[src/hw/iie_pkg.sv]
// constants for the isolated input event logic
package iie_pkg;
  localparam int NCH = 8;

  // register bus byte addresses
  localparam logic [7:0] ADDR_H2C = 8'h00;
  localparam logic [7:0] ADDR_C2H = 8'h04;
  localparam logic [7:0] ADDR_STATUS = 8'h08;
  localparam logic [7:0] ADDR_MASK = 8'h0C;
  localparam logic [7:0] ADDR_LEVEL = 8'h10;

  // mailbox word layout: command code, 16-bit parameter / result
  localparam int CODE_LSB = 0;
  localparam int PARAM_LSB = 8;

  // command codes
  localparam logic [7:0] CMD_FILT_EN = 8'h20;
  localparam logic [7:0] CMD_PAT_EN = 8'h21;
  localparam logic [7:0] CMD_PAT_VAL = 8'h22;
  localparam logic [7:0] CMD_RISE_EN = 8'h23;
  localparam logic [7:0] CMD_FALL_EN = 8'h24;
  localparam logic [7:0] CMD_CNT_EN = 8'h28;
  localparam logic [7:0] CMD_CNT_RST = 8'h29;
  localparam logic [7:0] CMD_OVF_IE = 8'h2A;
  localparam logic [7:0] CMD_MATCH_IE = 8'h2B;
  localparam logic [7:0] CMD_CNT_EDGE = 8'h2C;
  localparam logic [7:0] CMD_CNT_READ = 8'h2F;
  localparam logic [4:0] CMD_HIGH_GRP = 5'h06;
  localparam logic [4:0] CMD_LOW_GRP = 5'h07;
  localparam logic [4:0] CMD_RSTV_GRP = 5'h08;
  localparam logic [4:0] CMD_MATV_GRP = 5'h09;
  localparam logic [7:0] CMD_RD_INT = 8'h60;
  localparam logic [7:0] CMD_RD_EDGE = 8'h61;
  localparam logic [7:0] CMD_RD_CNTF = 8'h62;

  // interrupt status bit positions
  localparam int IRQ_PAT = 0;
  localparam int IRQ_COS = 1;
  localparam int IRQ_OVF = 2;
  localparam int IRQ_MATCH = 3;
  localparam int NIRQ = 4;

  // filter step timing
  localparam int FILTER_STEP_MS = 5;
  localparam int CLK_HZ = 200_000_000;
  localparam int FILTER_STEP_CYCLES = FILTER_STEP_MS * (CLK_HZ / 1000);

  // reset values and limits
  localparam logic [15:0] STEP_MIN = 16'h0002;
  localparam logic [15:0] STEP_RESET = 16'h0002;
  localparam logic [15:0] CNT_RESET = 16'h0000;
  localparam logic [15:0] CNT_MAX = 16'hFFFF;
  localparam logic [7:0] MASK_RESET = 8'h00;
  localparam logic [NIRQ-1:0] IRQ_MASK_RESET = 4'h0;
endpackage : iie_pkg

[src/hw/iie_input_events.sv]
// eight-channel isolated input filter, pattern, edge and counter logic
//
// Local design decisions: the placing of the registers and the address-and-strobe port.
`timescale 1ns/1ps
module iie_input_events #(
  parameter int unsigned STEP_CYCLES = iie_pkg::FILTER_STEP_CYCLES
) (
  input wire logic clk,
  input wire logic rstn,
  input wire logic [7:0] addr,
  input wire logic [31:0] wdata,
  input wire logic wr_en,
  input wire logic rd_en,
  input wire logic [7:0] isolated_input,
  output logic [31:0] rdata,
  output logic irq
);
  localparam int N = iie_pkg::NCH;

  ////////////////////////////////////////////////////////////////////////////
  // state
  logic [7:0] in_s1_reg, in_s2_reg;
  logic [19:0] tick_cnt_reg;
  logic [7:0] level_reg, level_next;
  logic [16:0] deb_reg [N];
  logic [16:0] deb_next [N];
  logic [15:0] high_n_reg [N];
  logic [15:0] low_n_reg [N];
  logic [15:0] rstv_reg [N];
  logic [15:0] matv_reg [N];
  logic [15:0] cnt_reg [N];
  logic [15:0] cnt_next [N];
  logic [7:0] filt_en_reg, pat_en_reg, pat_val_reg, rise_en_reg, fall_en_reg;
  logic [7:0] cnt_en_reg, ovf_ie_reg, mat_ie_reg, cnt_fall_reg;
  logic [7:0] rise_flag_reg, fall_flag_reg, ovf_flag_reg, mat_flag_reg;
  logic pat_now_reg;
  logic [iie_pkg::NIRQ-1:0] status_reg, status_next, mask_reg;
  logic [31:0] c2h_reg, rdata_reg;
  logic irq_reg;

  ////////////////////////////////////////////////////////////////////////////
  // command decode
  wire tick = tick_cnt_reg == 20'(STEP_CYCLES - 1);
  wire h2c_wr = wr_en && addr == iie_pkg::ADDR_H2C;
  wire [7:0] code = wdata[iie_pkg::CODE_LSB +: 8];
  wire [15:0] prm = wdata[iie_pkg::PARAM_LSB +: 16];
  wire [2:0] ch = code[2:0];
  wire [2:0] prm_ch = prm[2:0];
  wire cmd_high = h2c_wr && code[7:3] == iie_pkg::CMD_HIGH_GRP;
  wire cmd_low = h2c_wr && code[7:3] == iie_pkg::CMD_LOW_GRP;
  wire cmd_rstv = h2c_wr && code[7:3] == iie_pkg::CMD_RSTV_GRP;
  wire cmd_matv = h2c_wr && code[7:3] == iie_pkg::CMD_MATV_GRP;
  wire cmd_rst = h2c_wr && code == iie_pkg::CMD_CNT_RST;
  wire clr_edge = h2c_wr && code == iie_pkg::CMD_RD_EDGE;
  wire clr_cntf = h2c_wr && code == iie_pkg::CMD_RD_CNTF;
  wire stat_wr = wr_en && addr == iie_pkg::ADDR_STATUS;
  wire [7:0] rst_hit = cmd_rst ? prm[7:0] : 8'h00;
  wire [15:0] sel_cnt = cnt_reg[prm_ch];

  ////////////////////////////////////////////////////////////////////////////
  // filter, edges and counters
  logic [7:0] deb_hit, rise_w, fall_w, cev, ovf_ev, mat_ev;
  logic [16:0] lim [N];

  always_comb begin
    for (int i = 0; i < N; i++) begin
      // waiting for low when high; clamp below the legal minimum of two
      lim[i] = level_reg[i] ?
        ((low_n_reg[i] < iie_pkg::STEP_MIN) ? {1'b0, iie_pkg::STEP_MIN}
                                            : {1'b0, low_n_reg[i]}) :
        ((high_n_reg[i] < iie_pkg::STEP_MIN) ? {1'b0, iie_pkg::STEP_MIN}
                                             : {1'b0, high_n_reg[i]});
      // one extra step, plus one to cover the partial first step
      lim[i] = 17'(lim[i] + 17'h0_0002);
      deb_hit[i] = 1'b0;
      level_next[i] = level_reg[i];
      deb_next[i] = 17'h0_0000;
      if (!filt_en_reg[i]) begin
        level_next[i] = in_s2_reg[i];
      end else if (in_s2_reg[i] != level_reg[i]) begin
        deb_next[i] = deb_reg[i];
        if (tick) begin
          if (17'(deb_reg[i] + 17'h0_0001) >= lim[i]) begin
            deb_hit[i] = 1'b1;
            level_next[i] = in_s2_reg[i];
            deb_next[i] = 17'h0_0000;
          end else begin
            deb_next[i] = 17'(deb_reg[i] + 17'h0_0001);
          end
        end
      end
    end
  end

  // edges taken from the level each cycle, far faster than 1 ms phases
  assign rise_w = level_next & ~level_reg;
  assign fall_w = ~level_next & level_reg;

  always_comb begin
    for (int i = 0; i < N; i++) begin
      cev[i] = cnt_en_reg[i] && (cnt_fall_reg[i] ? fall_w[i] : rise_w[i]);
      ovf_ev[i] = cev[i] && !rst_hit[i] && cnt_reg[i] == iie_pkg::CNT_MAX;
      mat_ev[i] = cev[i] && !rst_hit[i] &&
                  16'(cnt_reg[i] + 16'h0001) == matv_reg[i];
      if (rst_hit[i]) begin
        cnt_next[i] = rstv_reg[i];
      end else if (cev[i]) begin
        cnt_next[i] = 16'(cnt_reg[i] + 16'h0001);
      end else begin
        cnt_next[i] = cnt_reg[i];
      end
    end
  end

  wire [7:0] rise_set = rise_w & rise_en_reg;
  wire [7:0] fall_set = fall_w & fall_en_reg;
  wire cos_ev = |rise_set || |fall_set;
  wire pat_now = pat_en_reg != 8'h00 &&
                 ((level_next ^ pat_val_reg) & pat_en_reg) == 8'h00;
  wire pat_ev = pat_now && !pat_now_reg;
  wire ovf_irq = |(ovf_ev & ovf_ie_reg);
  wire mat_irq = |(mat_ev & mat_ie_reg);
  wire [iie_pkg::NIRQ-1:0] irq_ev = {mat_irq, ovf_irq, cos_ev, pat_ev};
  wire [iie_pkg::NIRQ-1:0] stat_clr =
    stat_wr ? wdata[iie_pkg::NIRQ-1:0] : 4'h0;
  // set beats clear when both land in one cycle
  assign status_next = (status_reg & ~stat_clr) | irq_ev;

  ////////////////////////////////////////////////////////////////////////////
  // mailbox result
  logic [15:0] result;
  always_comb begin
    unique case (code)
      iie_pkg::CMD_CNT_READ: result = sel_cnt;
      iie_pkg::CMD_RD_INT: result = {12'h000, status_reg};
      iie_pkg::CMD_RD_EDGE: result = {fall_flag_reg, rise_flag_reg};
      iie_pkg::CMD_RD_CNTF: result = {mat_flag_reg, ovf_flag_reg};
      default: result = 16'h0000;
    endcase
  end

  wire [31:0] c2h_next = h2c_wr ? {8'h00, result, code} : c2h_reg;
  logic [31:0] rd_mux;
  always_comb begin
    unique case (addr)
      iie_pkg::ADDR_C2H: rd_mux = c2h_reg;
      iie_pkg::ADDR_STATUS: rd_mux = {28'h000_0000, status_reg};
      iie_pkg::ADDR_MASK: rd_mux = {28'h000_0000, mask_reg};
      iie_pkg::ADDR_LEVEL: rd_mux = {24'h00_0000, level_reg};
      default: rd_mux = 32'h0000_0000;
    endcase
  end

  ////////////////////////////////////////////////////////////////////////////
  // registers
  always_ff @(posedge clk or negedge rstn) begin
    if (!rstn) begin
      in_s1_reg <= 8'h00;
      in_s2_reg <= 8'h00;
      tick_cnt_reg <= 20'h0_0000;
      level_reg <= 8'h00;
      pat_now_reg <= 1'b0;
      status_reg <= '0;
      c2h_reg <= 32'h0000_0000;
      rdata_reg <= 32'h0000_0000;
      irq_reg <= 1'b0;
    end else begin
      in_s1_reg <= isolated_input;
      in_s2_reg <= in_s1_reg;
      tick_cnt_reg <= tick ? 20'h0_0000 : 20'(tick_cnt_reg + 20'h0_0001);
      level_reg <= level_next;
      pat_now_reg <= pat_now;
      status_reg <= status_next;
      c2h_reg <= c2h_next;
      rdata_reg <= rd_en ? rd_mux : 32'h0000_0000;
      irq_reg <= |(status_reg & mask_reg);
    end
  end

  always_ff @(posedge clk or negedge rstn) begin
    if (!rstn) begin
      for (int i = 0; i < N; i++) begin
        deb_reg[i] <= 17'h0_0000;
        cnt_reg[i] <= iie_pkg::CNT_RESET;
      end
    end else begin
      for (int i = 0; i < N; i++) begin
        deb_reg[i] <= deb_next[i];
        cnt_reg[i] <= cnt_next[i];
      end
    end
  end

  // per-channel values written by the 30..4F command groups
  always_ff @(posedge clk or negedge rstn) begin
    if (!rstn) begin
      for (int i = 0; i < N; i++) begin
        high_n_reg[i] <= iie_pkg::STEP_RESET;
        low_n_reg[i] <= iie_pkg::STEP_RESET;
        rstv_reg[i] <= iie_pkg::CNT_RESET;
        matv_reg[i] <= iie_pkg::CNT_MAX;
      end
    end else begin
      if (cmd_high) high_n_reg[ch] <= prm;
      if (cmd_low) low_n_reg[ch] <= prm;
      if (cmd_rstv) rstv_reg[ch] <= prm;
      if (cmd_matv) matv_reg[ch] <= prm;
    end
  end

  always_ff @(posedge clk or negedge rstn) begin
    if (!rstn) begin
      filt_en_reg <= iie_pkg::MASK_RESET;
      pat_en_reg <= iie_pkg::MASK_RESET;
      pat_val_reg <= iie_pkg::MASK_RESET;
      rise_en_reg <= iie_pkg::MASK_RESET;
      fall_en_reg <= iie_pkg::MASK_RESET;
      cnt_en_reg <= iie_pkg::MASK_RESET;
      ovf_ie_reg <= iie_pkg::MASK_RESET;
      mat_ie_reg <= iie_pkg::MASK_RESET;
      cnt_fall_reg <= iie_pkg::MASK_RESET;
      mask_reg <= iie_pkg::IRQ_MASK_RESET;
    end else begin
      if (h2c_wr) begin
        unique case (code)
          iie_pkg::CMD_FILT_EN: filt_en_reg <= prm[7:0];
          iie_pkg::CMD_PAT_EN: pat_en_reg <= prm[7:0];
          iie_pkg::CMD_PAT_VAL: pat_val_reg <= prm[7:0];
          iie_pkg::CMD_RISE_EN: rise_en_reg <= prm[7:0];
          iie_pkg::CMD_FALL_EN: fall_en_reg <= prm[7:0];
          iie_pkg::CMD_CNT_EN: cnt_en_reg <= prm[7:0];
          iie_pkg::CMD_OVF_IE: ovf_ie_reg <= prm[7:0];
          iie_pkg::CMD_MATCH_IE: mat_ie_reg <= prm[7:0];
          iie_pkg::CMD_CNT_EDGE: cnt_fall_reg <= prm[7:0];
          default: ;
        endcase
      end
      if (wr_en && addr == iie_pkg::ADDR_MASK) begin
        mask_reg <= wdata[iie_pkg::NIRQ-1:0];
      end
    end
  end

  // flags clear on the read command that returns them; new events win
  always_ff @(posedge clk or negedge rstn) begin
    if (!rstn) begin
      rise_flag_reg <= 8'h00;
      fall_flag_reg <= 8'h00;
      ovf_flag_reg <= 8'h00;
      mat_flag_reg <= 8'h00;
    end else begin
      rise_flag_reg <= (clr_edge ? 8'h00 : rise_flag_reg) | rise_set;
      fall_flag_reg <= (clr_edge ? 8'h00 : fall_flag_reg) | fall_set;
      ovf_flag_reg <= (clr_cntf ? 8'h00 : ovf_flag_reg) | ovf_ev;
      mat_flag_reg <= (clr_cntf ? 8'h00 : mat_flag_reg) | mat_ev;
    end
  end

  assign rdata = rdata_reg;
  assign irq = irq_reg;
endmodule : iie_input_events

[config.mk]
export PLATFORM = sky130hd
export DESIGN_NAME = iie_input_events
export DESIGN_NICKNAME = d
export VERILOG_FILES = /design/src/hw/iie_pkg.sv /design/src/hw/iie_input_events.sv
export SDC_FILE = /design/constraint.sdc
export NUM_CORES = 2
export LEC_CHECK = 0
export ABC_AREA = 1
export BUFFER_PORTS_ARGS = -buffer_cell sky130_fd_sc_hd__buf_2
export CAP_MARGIN = 20
export CORE_ASPECT_RATIO = 0.7
export CORE_MARGIN = 8
export CORE_UTILIZATION = 42
export CTS_CLUSTER_DIAMETER = 80
export DETAILED_ROUTE_END_ITERATION = 8
export SLEW_MARGIN = 0
export SYNTH_ARGS = -nofsm -noshare
export SYNTH_HDL_FRONTEND = slang
export SYNTH_SLANG_ARGS = --single-unit
[constraint.sdc]
create_clock -name clk -period 13.6 [get_ports clk]
set_input_delay 2.72 -clock clk [delete_from_list [all_inputs] [get_ports clk]]
set_output_delay 2.72 -clock clk [all_outputs]
set_load 0.005 [all_outputs]
==> summary.md <==
| Metric | Value |
|---|---|
| Largest net degree at the start of global routing | `155` |
| H-tree Lvls | `3` |
| ANT nets after route | `0` |
| Netlist Area Pre-Place | `0.0549 mm^2` |
| Worst-path fanout max | `21` |
| Fin nets | `7102` |
| Top-level I/O count | `85` |
| Die H | `approximately 320 um` |
| DRC Markers | `0` |
| Hold crit path type | `reg -> reg` |
| Synth async-reset ratio | `1.00` |
| Fmax | `0.157 GHz` |
| Clock Path Buffers | `3` |
| Final setup fails | `0` |
| Overall Global Routing Usage | `0.236` |
| Vias in the first global route | `43800` |
| Clk pin slew, worst setup/hold paths | `0.07 ns` |
| Ys Warns | `0` |
| Max-slew headroom | `0.199` |
| DR vias | `46800` |
| Multi-input gate area | `0.0252 mm^2` |
| Horiz. Die Dim | `448 um` |
| Die Area | `0.143 mm^2` |
| Max reg flops | `136` |
| WL final | `172000 um` |
| Largest stage delay, worst path | `0.57 ns` |
| Initial DRT Pass Iterations | `8` |
| Fillers | `12800` |
| Post-CTS Resized | `0` |
| Startpoint types | `flop` |
| Hold_buf cts | `0` |
| Leak Pwr | `29.8 nW` |
| Synthesized instance count | `a little under 7000` |
| Initial DRC count | `4993` |
| Distinct cell type count after synthesis | `62` |
| Max VDD drop | `~0.1 mV` |
| Port buffer count | `68` |
| Initial antenna violation count | `16` |
| Hpwl dp | `between 100000 and 150000 um` |
| Global-route wire length before repair | `265000 um` |
| Worst Setup End Kind | `flop` |
| Flops & latches, synth | `~980` |
| GR Overflow Total | `0` |
| Clk_skew | `0.0311 ns` |
| Clk_lat worst skew | `roughly 0.73 ns` |
| Standard-cell rows | `111` |
| Hold Slack | `0.341 ns` |
| Crit path required time | `14.21 ns` |
| Hold Vio Cnt, Final | `0` |
| Top cell family by delay on the critical path | `simple AND/OR/NAND/NOR gates` |
| Layout cell share with drive strength beyond 1 | `0.0847` |
| Pwr Total | `~6.4 mW` |
| Buf/Inv on CP | `6` |
| Pre-CTS WS | `6.98 ns` |
| WL per Instance | `19.7 um` |
| Ys flop type | `dfrtp_1` |
| Via density | `between 5 and 6` |
| Placeable Area | `0.130 mm^2` |
| Root Buffer | `clkbuf_16` |
| EDFF count, synth | `0` |
| Sequential Area | `0.0248 mm^2` |
| Slowest library cell on the worst path | `nand2_1` |
| Final setup TNS | `0 ns` |
| CTS tree | `yes` |
| Unrepaired setup endpoints after global routing | `no` |
| Post-synthesis sequential area ratio | `0.451` |
| Outcome | `finished, final reports clean` |
| Synthesized area per cell | `7.94 um^2` |
| CTS Buf Count | `101` |
| Global placement routability congestion | `0.957` |
| Critical path class | `reg -> reg` |
| Ratio of final minimum period to clock period | `0.468` |
| Final Max Slew Viols | `0` |
| Crit-path most repeated cell | `nand2_1` |
| Setup WS post-layout | `7.23 ns` |
| Slew @ Worst Pin | `around 1.2 ns` |
| Max Cap Viol | `0` |
| Tmin final | `6.37 ns` |
| Clk sinks | `982` |
| Worst path arrival time | `6.97 ns` |
| Pwr Density | `approximately 100 mW/mm^2` |
| Setup Buffers After CTS | `0` |
| Area grow syn2layout | `10.7%` |
| Initial core utilization | `0.421` |
area by class of cell:
class                      instances  area share
multi-input combinational       4671       0.416
sequential                       982       0.407
inverter                         997      0.0616
clock buffer                     144      0.0493
tap                             1751      0.0361
timing repair buffer             136      0.0184
clock inverter                    45      0.0112
antenna                            9    0.000371
metrics by stage:
step	instances	cell area, um^2	utilization
finish	8735	60800	0.466
global route	8729	60700	0.466
CTS	8712	60400	0.464
detailed placement	8523	56800	0.436
global placement	8519	56700	0.435
floorplan	6922	54900	-
Yosys cell counts (92+ instances only):
cell type	count	share of area
nand2_1	1447	0.099
inv_1	984	0.067
dfrtp_1	838	0.38
nor2_1	645	0.044
o21ai_0	590	0.054
nand3_1	327	0.030
a21oi_1	292	0.027
xor2_1	210	0.034
clkbuf_1	207	0.014
ha_1	161	0.037
dfstp_2	144	0.069
mux2i_1	122	0.022
nand4_1	119	0.014
nor3_1	104	0.0095
xnor2_1	92	0.015
power breakdown:
part	internal, mW	switching [mW]	leakage [nW]
sequential	2.93	0.0128	12.6
clock	1.84	1.26	1.80
combinational	0.0621	0.244	15.4
total	4.83	1.52	29.8
cell usage in the layout, fill, tap and decap left out, types with 14 or more instances in the layout:
| cell type | count |
|---|---|
| nand2_1 | 1446 |
| inv_1 | 979 |
| dfrtp_1 | 838 |
| nor2_1 | 640 |
| o21ai_0 | 590 |
| nand3_1 | 327 |
| a21oi_1 | 292 |
| xor2_1 | 210 |
| ha_1 | 161 |
| dfstp_2 | 144 |
| mux2i_1 | 122 |
| nand4_1 | 119 |
| clkbuf_16 | 104 |
| nor3_1 | 103 |
| xnor2_1 | 92 |
| o221ai_1 | 85 |
| or2_2 | 74 |
| o22ai_1 | 74 |
| buf_2 | 67 |
| nor4_1 | 66 |
| buf_4 | 50 |
| nand3b_1 | 36 |
| o21ai_1 | 27 |
| o211ai_1 | 25 |
| clkbuf_8 | 24 |
| a22o_1 | 22 |
| a22oi_1 | 19 |
| clkinv_2 | 17 |
| clkbuf_1 | 16 |
| bufinv_16 | 16 |
| a221oi_1 | 15 |
| nor2_2 | 14 |
metal layers:
| layer | vias up | global-route usage | routed length (um) |
|---|---|---|---|
| met1 | 22500 | 0.359 | 81800 |
| met5 | - | 0 | 17 |
| met3 | 240 | 0.0649 | 16300 |
| met2 | 1601 | 0.330 | 69900 |
| li1 | 22500 | - | - |
| met4 | 2 | 0.0540 | 4050 |
logic make-up after synthesis:
family                   synth area share
XOR/XNOR                           0.0486
AO/OA/AOI/OAI                       0.128
flip-flops                          0.451
AND/OR/NAND/NOR                     0.224
buffers and inverters              0.0897
multiplexers                       0.0223
adder cells (fa/ha/maj)            0.0367
other                           0.0000683
worst paths after layout:
path	from	endpoint	slack (ns)	depth (start not counted)
hold / removal	in_s1_reg[6]$_DFF_PN0_	in_s2_reg[6]$_DFF_PN0_	0.34	0
min in group asynchronous	rstn	low_n_reg[64]$_DFFE_PN0P_	2.04	1
hold reg to reg	in_s1_reg[6]$_DFF_PN0_	in_s2_reg[6]$_DFF_PN0_	0.34	0
setup / recovery	level_reg[3]$_DFF_PN0_	cnt_reg[69]$_DFFE_PN0P_	7.23	35
setup reg to reg	level_reg[3]$_DFF_PN0_	cnt_reg[69]$_DFFE_PN0P_	7.23	35
max in group asynchronous	rstn	rstv_reg[48]$_DFFE_PN0P_	8.63	4
(Power assumes the default switching activity.)
